**src/fsp_pkg.sv**
```systemverilog
// Shared constants and types for the F-RAM host port controller.
package fsp_pkg;

  localparam int CLK_PERIOD_NS   = 20;
  localparam int T_PROT_SETUP_NS = 10;
  localparam int T_ACCESS_NS     = 110;
  localparam int T_PRECHARGE_NS  = 55;
  localparam int SYNC_STAGES     = 2;

  localparam int SETUP_RAW = (T_PROT_SETUP_NS + CLK_PERIOD_NS - 1) / CLK_PERIOD_NS;
  localparam int ACC_RAW   = (T_ACCESS_NS + CLK_PERIOD_NS - 1) / CLK_PERIOD_NS;
  localparam int PC_RAW    = (T_PRECHARGE_NS + CLK_PERIOD_NS - 1) / CLK_PERIOD_NS;

  localparam logic [3:0] SETUP_CYC  = 4'((SETUP_RAW < 1) ? 1 : SETUP_RAW);
  localparam logic [3:0] ACTIVE_CYC = 4'(ACC_RAW + SYNC_STAGES);
  localparam logic [3:0] PC_CYC     = 4'((PC_RAW < 1) ? 1 : PC_RAW);
  localparam logic [3:0] CNT_ZERO   = 4'h0;
  localparam logic [3:0] CNT_ONE    = 4'h1;

  localparam int ADDR_W = 18;
  localparam int DATA_W = 16;
  localparam int LANE_W = 8;

  localparam logic [3:0] PROT_IDX_PRE   = 4'h0;
  localparam logic [3:0] PROT_IDX_FIRST = 4'h1;
  localparam logic [3:0] PROT_IDX_CPL   = 4'h8;
  localparam logic [3:0] PROT_IDX_LAST  = 4'ha;

  localparam logic [17:0] PROT_A_ZERO = 18'h00000;
  localparam logic [17:0] PROT_A_1    = 18'h24555;
  localparam logic [17:0] PROT_A_2    = 18'h3aaaa;
  localparam logic [17:0] PROT_A_3    = 18'h02333;
  localparam logic [17:0] PROT_A_4    = 18'h1cccc;
  localparam logic [17:0] PROT_A_5    = 18'h000ff;
  localparam logic [17:0] PROT_A_6    = 18'h3ef00;
  localparam logic [17:0] PROT_A_9    = 18'h0ff00;

  localparam logic [1:0] KIND_NONE = 2'h0;
  localparam logic [1:0] KIND_BYTE = 2'h1;
  localparam logic [1:0] KIND_CPL  = 2'h2;
  localparam logic [1:0] KIND_ANY  = 2'h3;

  typedef enum logic [5:0] {
    ST_IDLE    = 6'h01,
    ST_LOAD    = 6'h02,
    ST_SETUP   = 6'h04,
    ST_ACTIVE  = 6'h08,
    ST_RECOVER = 6'h10,
    ST_SPARE   = 6'h20
  } fsp_state_type;

endpackage

```
**src/fsp_host_ctrl.sv**
```systemverilog
// Host-side controller driving the asynchronous SRAM-style pins of an F-RAM.
// Device behaviour and the rules this block is written to
// During the protection sequence each address is set up at least 10 ns before chip select falls and held while it is low.
// The device needs no chip select toggle between accesses, so chip select may be held low with only the address changing.
// The device sustains page-mode column accesses up to 40 MHz while chip select stays low.
// Chip select is actively driven, since a grounded chip select cannot run the protection sequence.
// The write strobe stays high whenever chip select is low outside a write, including through reset and power cycles.
// The device draws active current while chip select is low, so chip select is released when idle unless holding is asked for.
// The device accepts chip select pulsed low for every single access.
// Each byte select gates its own data lane for both reads and writes.
// In byte mode the lanes are joined and the extra high address bit picks the lane, giving a 512K x 8 memory.
// Protection is changed by six fixed reads, writes of the byte, its complement and a dummy, then a read of 00000h.
// The protection byte sits on the low data lane, bit n protecting sector n, and is kept nonvolatile by the device.
// The device restarts its tracker on any out-of-order step, and the sequence reads still return array data.
// If chip select is already low when the sequence begins, an access to 00000h comes first.
`timescale 1ns/100ps
module fsp_host_ctrl
  import fsp_pkg::*;
(
  input  wire logic        clk,
  input  wire logic        arst_n,
  input  wire logic        req,
  input  wire logic        req_write,
  input  wire logic [18:0] req_addr,
  input  wire logic [15:0] req_wdata,
  input  wire logic [1:0]  req_be,
  input  wire logic        byte_mode,
  input  wire logic        ce_hold,
  input  wire logic        prot_req,
  input  wire logic [7:0]  prot_byte,
  output logic             ready,
  output logic             rsp_valid,
  output logic [15:0]      rsp_rdata,
  output logic             prot_done,
  output logic [17:0]      mem_addr,
  output logic             mem_ce_n,
  output logic             mem_we_n,
  output logic             mem_oe_n,
  output logic             upper_byte_sel_n,
  output logic             lower_byte_sel_n,
  output logic [15:0]      mem_dq_o,
  output logic             mem_dq_oe,
  input  wire logic [15:0] mem_dq_i
);

  fsp_state_type state_ff, nxt_state;
  logic [3:0]  cnt_ff, nxt_cnt, idx_ff, nxt_idx;
  logic [17:0] addr_ff, step_addr;
  logic [15:0] wdata_ff, rdata_ff, dq_s1_ff, dq_s2_ff;
  logic [7:0]  pbyte_ff;
  logic [1:0]  lane_ff, step_kind;
  logic        wr_ff, prot_ff, bm_ff, hi_ff, hold_ff;
  logic        ce_n_ff, we_n_ff, oe_n_ff, ub_n_ff, lb_n_ff, dq_oe_ff;
  logic        rsp_ff, done_ff, step_write;

  ////////////////////////////////////////////////////////////////////////////
  // Sequence table and decode.

  fsp_prot_seq_rom u_rom (
    .clk           (clk),
    .arst_n        (arst_n),
    .idx           (nxt_idx),
    .step_addr_ff  (step_addr),
    .step_write_ff (step_write),
    .step_kind_ff  (step_kind)
  );

  wire cnt_done     = (cnt_ff == CNT_ZERO);
  wire take_prot    = (state_ff == ST_IDLE) && prot_req;
  wire take_req     = (state_ff == ST_IDLE) && !prot_req && req;
  wire seq_end      = (state_ff == ST_RECOVER) && cnt_done;
  wire prot_last    = (idx_ff == PROT_IDX_LAST);
  wire nxt_busy     = (nxt_state == ST_SETUP) || (nxt_state == ST_ACTIVE);
  wire hold_low     = hold_ff && !prot_ff && (nxt_state != ST_LOAD);
  wire [7:0] lane_rd = hi_ff ? dq_s2_ff[15:8] : dq_s2_ff[7:0];
  wire [7:0] step_lo = (step_kind == KIND_BYTE) ? prot_byte :
                       (step_kind == KIND_CPL)  ? ~pbyte_ff : 8'h00;

  assign ready = (state_ff == ST_IDLE) && !prot_req;

  ////////////////////////////////////////////////////////////////////////////
  // Access sequencer.

  always_comb begin
    nxt_state = state_ff;
    nxt_cnt   = (cnt_ff == CNT_ZERO) ? CNT_ZERO : cnt_ff - CNT_ONE;
    nxt_idx   = idx_ff;
    case (state_ff)
      ST_IDLE: begin
        if (prot_req) begin
          nxt_state = ST_LOAD;
          nxt_idx   = ce_n_ff ? PROT_IDX_FIRST : PROT_IDX_PRE;
        end else if (req) begin
          nxt_state = ST_SETUP;
          nxt_cnt   = SETUP_CYC - CNT_ONE;
        end
      end
      ST_LOAD: begin
        nxt_state = ST_SETUP;
        nxt_cnt   = SETUP_CYC - CNT_ONE;
      end
      ST_SETUP: begin
        if (cnt_done) begin
          nxt_state = ST_ACTIVE;
          nxt_cnt   = ACTIVE_CYC - CNT_ONE;
        end
      end
      ST_ACTIVE: begin
        if (cnt_done) begin
          nxt_state = ST_RECOVER;
          nxt_cnt   = PC_CYC - CNT_ONE;
        end
      end
      ST_RECOVER: begin
        if (cnt_done) begin
          if (prot_ff && !prot_last) begin
            nxt_state = ST_LOAD;
            nxt_idx   = idx_ff + CNT_ONE;
          end else begin
            nxt_state = ST_IDLE;
          end
        end
      end
      default: nxt_state = ST_IDLE;
    endcase
  end

  always_ff @(posedge clk or negedge arst_n) begin
    if (!arst_n) begin
      state_ff <= ST_IDLE;
      cnt_ff   <= CNT_ZERO;
      idx_ff   <= PROT_IDX_PRE;
      dq_s1_ff <= 16'h0000;
      dq_s2_ff <= 16'h0000;
    end else begin
      state_ff <= nxt_state;
      cnt_ff   <= nxt_cnt;
      idx_ff   <= nxt_idx;
      dq_s1_ff <= mem_dq_i;
      dq_s2_ff <= dq_s1_ff;
    end
  end

  ////////////////////////////////////////////////////////////////////////////
  // Per-access context, loaded only while chip select is high or on entry.

  always_ff @(posedge clk or negedge arst_n) begin
    if (!arst_n) begin
      addr_ff  <= 18'h00000;
      wdata_ff <= 16'h0000;
      wr_ff    <= 1'b0;
      lane_ff  <= 2'h0;
      prot_ff  <= 1'b0;
      bm_ff    <= 1'b0;
      hi_ff    <= 1'b0;
      hold_ff  <= 1'b0;
      pbyte_ff <= 8'h00;
    end else if (take_prot) begin
      prot_ff  <= 1'b1;
      bm_ff    <= byte_mode;
      hi_ff    <= 1'b0;
      hold_ff  <= 1'b0;
      pbyte_ff <= prot_byte;
    end else if (take_req) begin
      addr_ff  <= req_addr[17:0];
      wr_ff    <= req_write;
      bm_ff    <= byte_mode;
      hi_ff    <= byte_mode && req_addr[18];
      hold_ff  <= ce_hold;
      lane_ff  <= byte_mode ? {req_addr[18], !req_addr[18]} : req_be;
      wdata_ff <= byte_mode ? {req_wdata[7:0], req_wdata[7:0]} : req_wdata;
    end else if (state_ff == ST_LOAD) begin
      addr_ff  <= step_addr;
      wr_ff    <= step_write;
      lane_ff  <= {!bm_ff, 1'b1};
      wdata_ff <= {8'h00, step_lo};
    end else if (seq_end && (!prot_ff || prot_last)) begin
      prot_ff  <= 1'b0;
    end
  end

  ////////////////////////////////////////////////////////////////////////////
  // Registered pin drive and user answers.

  always_ff @(posedge clk or negedge arst_n) begin
    if (!arst_n) begin
      ce_n_ff  <= 1'b1;
      we_n_ff  <= 1'b1;
      oe_n_ff  <= 1'b1;
      ub_n_ff  <= 1'b1;
      lb_n_ff  <= 1'b1;
      dq_oe_ff <= 1'b0;
      rsp_ff   <= 1'b0;
      done_ff  <= 1'b0;
      rdata_ff <= 16'h0000;
    end else begin
      ce_n_ff  <= !((nxt_state == ST_ACTIVE) || hold_low);
      we_n_ff  <= !((nxt_state == ST_ACTIVE) && wr_ff && (nxt_cnt != CNT_ZERO));
      oe_n_ff  <= !((nxt_state == ST_ACTIVE) && !wr_ff);
      ub_n_ff  <= !(nxt_busy && lane_ff[1]);
      lb_n_ff  <= !(nxt_busy && lane_ff[0]);
      dq_oe_ff <= (nxt_state == ST_ACTIVE) && wr_ff;
      rsp_ff   <= seq_end && !prot_ff;
      done_ff  <= seq_end && prot_ff && prot_last;
      if ((state_ff == ST_ACTIVE) && cnt_done && !wr_ff && !prot_ff) begin
        rdata_ff <= bm_ff ? {8'h00, lane_rd} : dq_s2_ff;
      end
    end
  end

  assign mem_addr         = addr_ff;
  assign mem_ce_n         = ce_n_ff;
  assign mem_we_n         = we_n_ff;
  assign mem_oe_n         = oe_n_ff;
  assign upper_byte_sel_n = ub_n_ff;
  assign lower_byte_sel_n = lb_n_ff;
  assign mem_dq_o         = wdata_ff;
  assign mem_dq_oe        = dq_oe_ff;
  assign rsp_valid        = rsp_ff;
  assign rsp_rdata        = rdata_ff;
  assign prot_done        = done_ff;
endmodule

```
**src/fsp_prot_seq_rom.sv**
```systemverilog
// Step table of the protection-setting sequence with a registered read port.
`timescale 1ns/100ps
module fsp_prot_seq_rom
  import fsp_pkg::*;
(
  input  wire logic        clk,
  input  wire logic        arst_n,
  input  wire logic [3:0]  idx,
  output logic [17:0]      step_addr_ff,
  output logic             step_write_ff,
  output logic [1:0]       step_kind_ff
);

  logic [17:0] tab_addr;
  logic        tab_write;
  logic [1:0]  tab_kind;

  // Reads, then the three writes, then the closing read of the sequence.
  always_comb begin
    tab_write = 1'b0;
    tab_kind  = KIND_NONE;
    case (idx)
      4'h1: tab_addr = PROT_A_1;
      4'h2: tab_addr = PROT_A_2;
      4'h3: tab_addr = PROT_A_3;
      4'h4: tab_addr = PROT_A_4;
      4'h5: tab_addr = PROT_A_5;
      4'h6: tab_addr = PROT_A_6;
      4'h7: begin
        tab_addr  = PROT_A_2;
        tab_write = 1'b1;
        tab_kind  = KIND_BYTE;
      end
      4'h8: begin
        tab_addr  = PROT_A_4;
        tab_write = 1'b1;
        tab_kind  = KIND_CPL;
      end
      4'h9: begin
        tab_addr  = PROT_A_9;
        tab_write = 1'b1;
        tab_kind  = KIND_ANY;
      end
      default: tab_addr = PROT_A_ZERO;
    endcase
  end

  always_ff @(posedge clk or negedge arst_n) begin
    if (!arst_n) begin
      step_addr_ff  <= PROT_A_ZERO;
      step_write_ff <= 1'b0;
      step_kind_ff  <= KIND_NONE;
    end else begin
      step_addr_ff  <= tab_addr;
      step_write_ff <= tab_write;
      step_kind_ff  <= tab_kind;
    end
  end

endmodule
```
**config.mk**
```make
export PLATFORM = sky130hd
export DESIGN_NAME = fsp_host_ctrl
export DESIGN_NICKNAME = d
export VERILOG_FILES = /design/src/fsp_pkg.sv /design/src/fsp_host_ctrl.sv /design/src/fsp_prot_seq_rom.sv
export SDC_FILE = /design/constraint.sdc
export NUM_CORES = 1
export LEC_CHECK = 0
export BUFFER_PORTS_ARGS = -buffer_cell sky130_fd_sc_hd__buf_4
export CAP_MARGIN = 20
export CORE_AREA = 2 2 105 107
export DETAILED_ROUTE_END_ITERATION = 8
export DIE_AREA = 0 0 107 109
export PLACE_DENSITY = 0.74
export SLEW_MARGIN = 0
export SYNTH_ARGS = -nofsm -noshare
export SYNTH_HDL_FRONTEND = slang
export SYNTH_SLANG_ARGS = --single-unit
```
**constraint.sdc**
```tcl
create_clock -name clk -period 3.29 [get_ports clk]
set_input_delay 0.1645 -clock clk [delete_from_list [all_inputs] [get_ports clk]]
set_output_delay 0.1645 -clock clk [all_outputs]
set_load 0.02 [all_outputs]
```
==> impl_metrics.env <==
export IMPL_synth_edf_count=0
export IMPL_cts_tree="done"
export IMPL_clkLatencyLatePin_ns=0.52
export IMPL_syn_avg_cell_area_um2=11.3
export IMPL_antenna_found_initial=0
export IMPL_min_to="mem_dq_o[0]"
export IMPL_synth_seq_cells=133
export IMPL_via_per_inst=5.22
export IMPL_cts_inserted_buffers=17
export IMPL_drt_iter0_markers=172
export IMPL_synth_fp_nets=554
export IMPL_rows=38
export IMPL_p_per_area_nw_per_um2=659
export IMPL_final_layout_size_suffix_gt1_frac=0.283
export IMPL_drv_cap=0
export IMPL_r2r_start="cnt_ff[0]"
export IMPL_pin_count=127
export IMPL_synthCells=482
export IMPL_fin_crit_sh=0.908
export IMPL_num_vias=4322
export IMPL_grt_first_pass_wirelength_um=21900
export IMPL_instances_no_fill=828
export IMPL_antenna_left=0
export IMPL_hold_path_class="input pin to flip-flop"
export IMPL_ir_drop_mv=0.468
export IMPL_setup_worst_path_start_class="flip-flop"
export IMPL_cts_resized=0
export IMPL_port_buffers=126
export IMPL_hold_depth=3
export IMPL_root_buffer="clkbuf_8"
export IMPL_fp_dieH_um=109
export IMPL_final_setup_skew_ns=0.00601
export IMPL_critical_path_class="flip-flop to flip-flop"
export IMPL_slew_headroom=0.295
export IMPL_cts_setup_buffers=0
export IMPL_hold_violations=0
export IMPL_area_growth_pct=44.3
export IMPL_leakage_nw=3.84
export IMPL_start_util=0.512
export IMPL_r2r_cells=9
export IMPL_core_area_um2=10600
export IMPL_r2r_setup_slack_ns=0.30
export IMPL_drcViolationCount=0
export IMPL_antenna_cells=0
export IMPL_worst_path_max_fanout=10
export IMPL_rr_endpoint="u_rom.step_kind_ff[0]"
export IMPL_syn_area_um2=5430
export IMPL_synthFlopType="dfrtp_1"
export IMPL_cts_sinks=133
export IMPL_final_max_slew_viol_count=0
export IMPL_synth_warnings=0
export IMPL_grt_ovfl_total=0
export IMPL_setup_viol=0
export IMPL_routabilityCongestion=0.856
export IMPL_synthTopCellsByArea="dfrtp_1, mux2i_1, o21ai_0"
export IMPL_wl_per_cell_um=16.0
export IMPL_place_inst=726
export IMPL_yosysTopAreaCell="dfrtp_1"
export IMPL_hold_start="req_wdata[0]"
export IMPL_ys_types=49
export IMPL_grt_util_all_layers=0.247
export IMPL_tightestPinTransition_ns=1.03
export IMPL_die_x_um=107
export IMPL_final_nets=748
export IMPL_max_freq_mhz=335
export IMPL_clkTransAtPathRegs_ns=0.06
export IMPL_grt_pass1_vias=4469
export IMPL_cts_buffer_depth=2
export IMPL_dp_hpwl_um=7880
export IMPL_rsz0062_at_grt="no"
export IMPL_htreeDepth=4
export IMPL_status="finished clean"
export IMPL_dieArea_um2=11700
export IMPL_ys_seq_area_frac=0.614
export IMPL_yosysTopAreaCellShare=0.585
export IMPL_totalWireLength_um=13200
export IMPL_setup_tns_ns=0
export IMPL_min_period_ns=2.99
export IMPL_grt_max_degree=108
export IMPL_crit_path_end_kind="flip-flop"
export IMPL_dr_pass1_iters=5
export IMPL_cp_required_ns=3.73
export IMPL_crit_arrival_ns=3.43
export IMPL_async_reset_ff_frac=1.00
-- layout by cell type (no fill, tap or decap), types with 3 or more instances in the layout --
master / n
dfrtp_1: 127
inv_2: 3
o211ai_1: 13
xnor2_1: 3
inv_1: 12
clkinvlp_4: 4
nor2_1: 11
nor4_1: 3
nor3_1: 5
a21oi_4: 3
a211oi_1: 4
clkbuf_8: 3
nand4_1: 4
nand2_1: 77
nand3_1: 7
bufinv_16: 5
clkbuf_16: 16
nand2b_1: 12
or3_1: 4
a21oi_1: 7
buf_4: 131
mux2_2: 10
mux2i_1: 36
nor2b_1: 3
dlygate4sd3_1: 71
dfstp_2: 6
ha_1: 4
o21ai_0: 72
-- sequential cells by signal (all words and copies together) (netlist names), 2 cells and up --
register / count
u_rom.step_kind_ff: 2
pbyte_ff: 8
idx_ff: 4
rsp_rdata: 16
mem_addr: 18
cnt_ff: 4
lane_ff: 2
mem_dq_o: 16
u_rom.step_addr_ff: 11
state_ff: 6
dq_s1_ff: 16
dq_s2_ff: 16
-- area by class of cell --
type	count	area [µm²]
Inverter	15	56.3
Tap cell	140	175
Clock inverter	12	203
Sequential cell	133	3340
Timing Repair Buffer	203	1710
Fill cell	665	2770
Clock buffer	19	442
Multi-Input combinational cell	306	1920
-- per-layer routing --
| metal | global-route usage | share of wire | vias to the layer above | wire length [µm] |
|---|---|---|---|---|
| li1 | - | - | 2057 | - |
| met1 | 0.303 | 0.42 | 2105 | 5510 |
| met2 | 0.417 | 0.51 | 132 | 6810 |
| met3 | 0.0663 | 0.045 | 28 | 601 |
| met4 | 0.103 | 0.023 | 0 | 302 |
| met5 | 0 | 0 | - | 0 |
-- power breakdown --
| part | switching [mW] | leakage [nW] | internal (mW) |
|---|---|---|---|
| Combinational | 0.554 | 1.86 | 0.490 |
| Sequential | 0.184 | 1.68 | 1.89 |
| Clock | 0.697 | 0.302 | 1.34 |
-- timing repair --
item,CTS,global route
hold buffers,71,0
endpoints found under the setup margin,0,0
endpoints found under the hold margin,162,0
-- how the worst max path moves through the flow --
stage,from,end,slack (ns),depth (start not counted)
after floorplan,state_ff[3],bm_ff,0.55,7
after global placement,cnt_ff[0],u_rom.step_addr_ff[5],0.62,9
after detailed placement,cnt_ff[0],u_rom.step_kind_ff[0],0.40,9
after CTS,cnt_ff[0],u_rom.step_kind_ff[0],0.36,9
after global routing,cnt_ff[0],u_rom.step_kind_ff[0],0.14,9
final,cnt_ff[0],u_rom.step_kind_ff[0],0.30,9
-- Yosys cell counts (2+ instances only) --
library cell and number:
a2111oi_0 2, a211oi_1 4, a21oi_1 7, a21oi_4 3, and2_1 2, and3_1 2, buf_1 5, buf_6 2
clkbuf_1 20, dfrtp_1 127, dfstp_2 6, ha_1 4, inv_1 12, inv_2 3, mux2_2 10, mux2i_1 36
nand2_1 78, nand2b_1 12, nand3_1 7, nand4_1 4, nor2_1 11, nor2b_1 3, nor3_1 5, nor4_1 3
o211ai_1 13, o21ai_0 72, or3_1 4, or4_1 2, xnor2_1 3
-- logic make-up after synthesis --
group / count (synthesis) / share of synthesized area
AND/OR/NAND/NOR: 140 / 0.122
flip-flops: 133 / 0.614
other: 1 / 0.000691
multiplexers: 47 / 0.0899
XOR/XNOR: 4 / 0.00645
AO/OA/AOI/OAI: 110 / 0.124
buffers and inverters: 43 / 0.0332
adder cells (fa/ha/maj): 4 / 0.00922
-- stage by stage --
step / setup WS (ns) / area, µm² / utilization / power, mW / hold slack (ns)
5_1_grt: 0.145 / 7840 / 0.739 / 5.40 / 0.0336
4_1_cts: 0.365 / 7840 / 0.739 / 5.17 / 0.00603
6_report: 0.304 / 7840 / 0.739 / 5.16 / 0.0210
3_3_place_gp: 0.617 / 6480 / 0.611 / 3.01 / 0.274
2_1_floorplan: 0.553 / 5430 / - / 2.62 / -0.131
3_5_place_dp: 0.404 / 6480 / 0.611 / 3.05 / 0.275
-- critical path, stage by stage, from the launching register on --
cell and delay [ns]:
dfrtp_1 0.40, inv_1 0.09, ha_1 0.20, nor4bb_1 0.63, nand2_1 0.17, a2111oi_0 0.74, a21oi_4 0.12, inv_2 0.21
nand3_1 0.17, a21oi_1 0.17
Power figures use the tool's default switching activity.
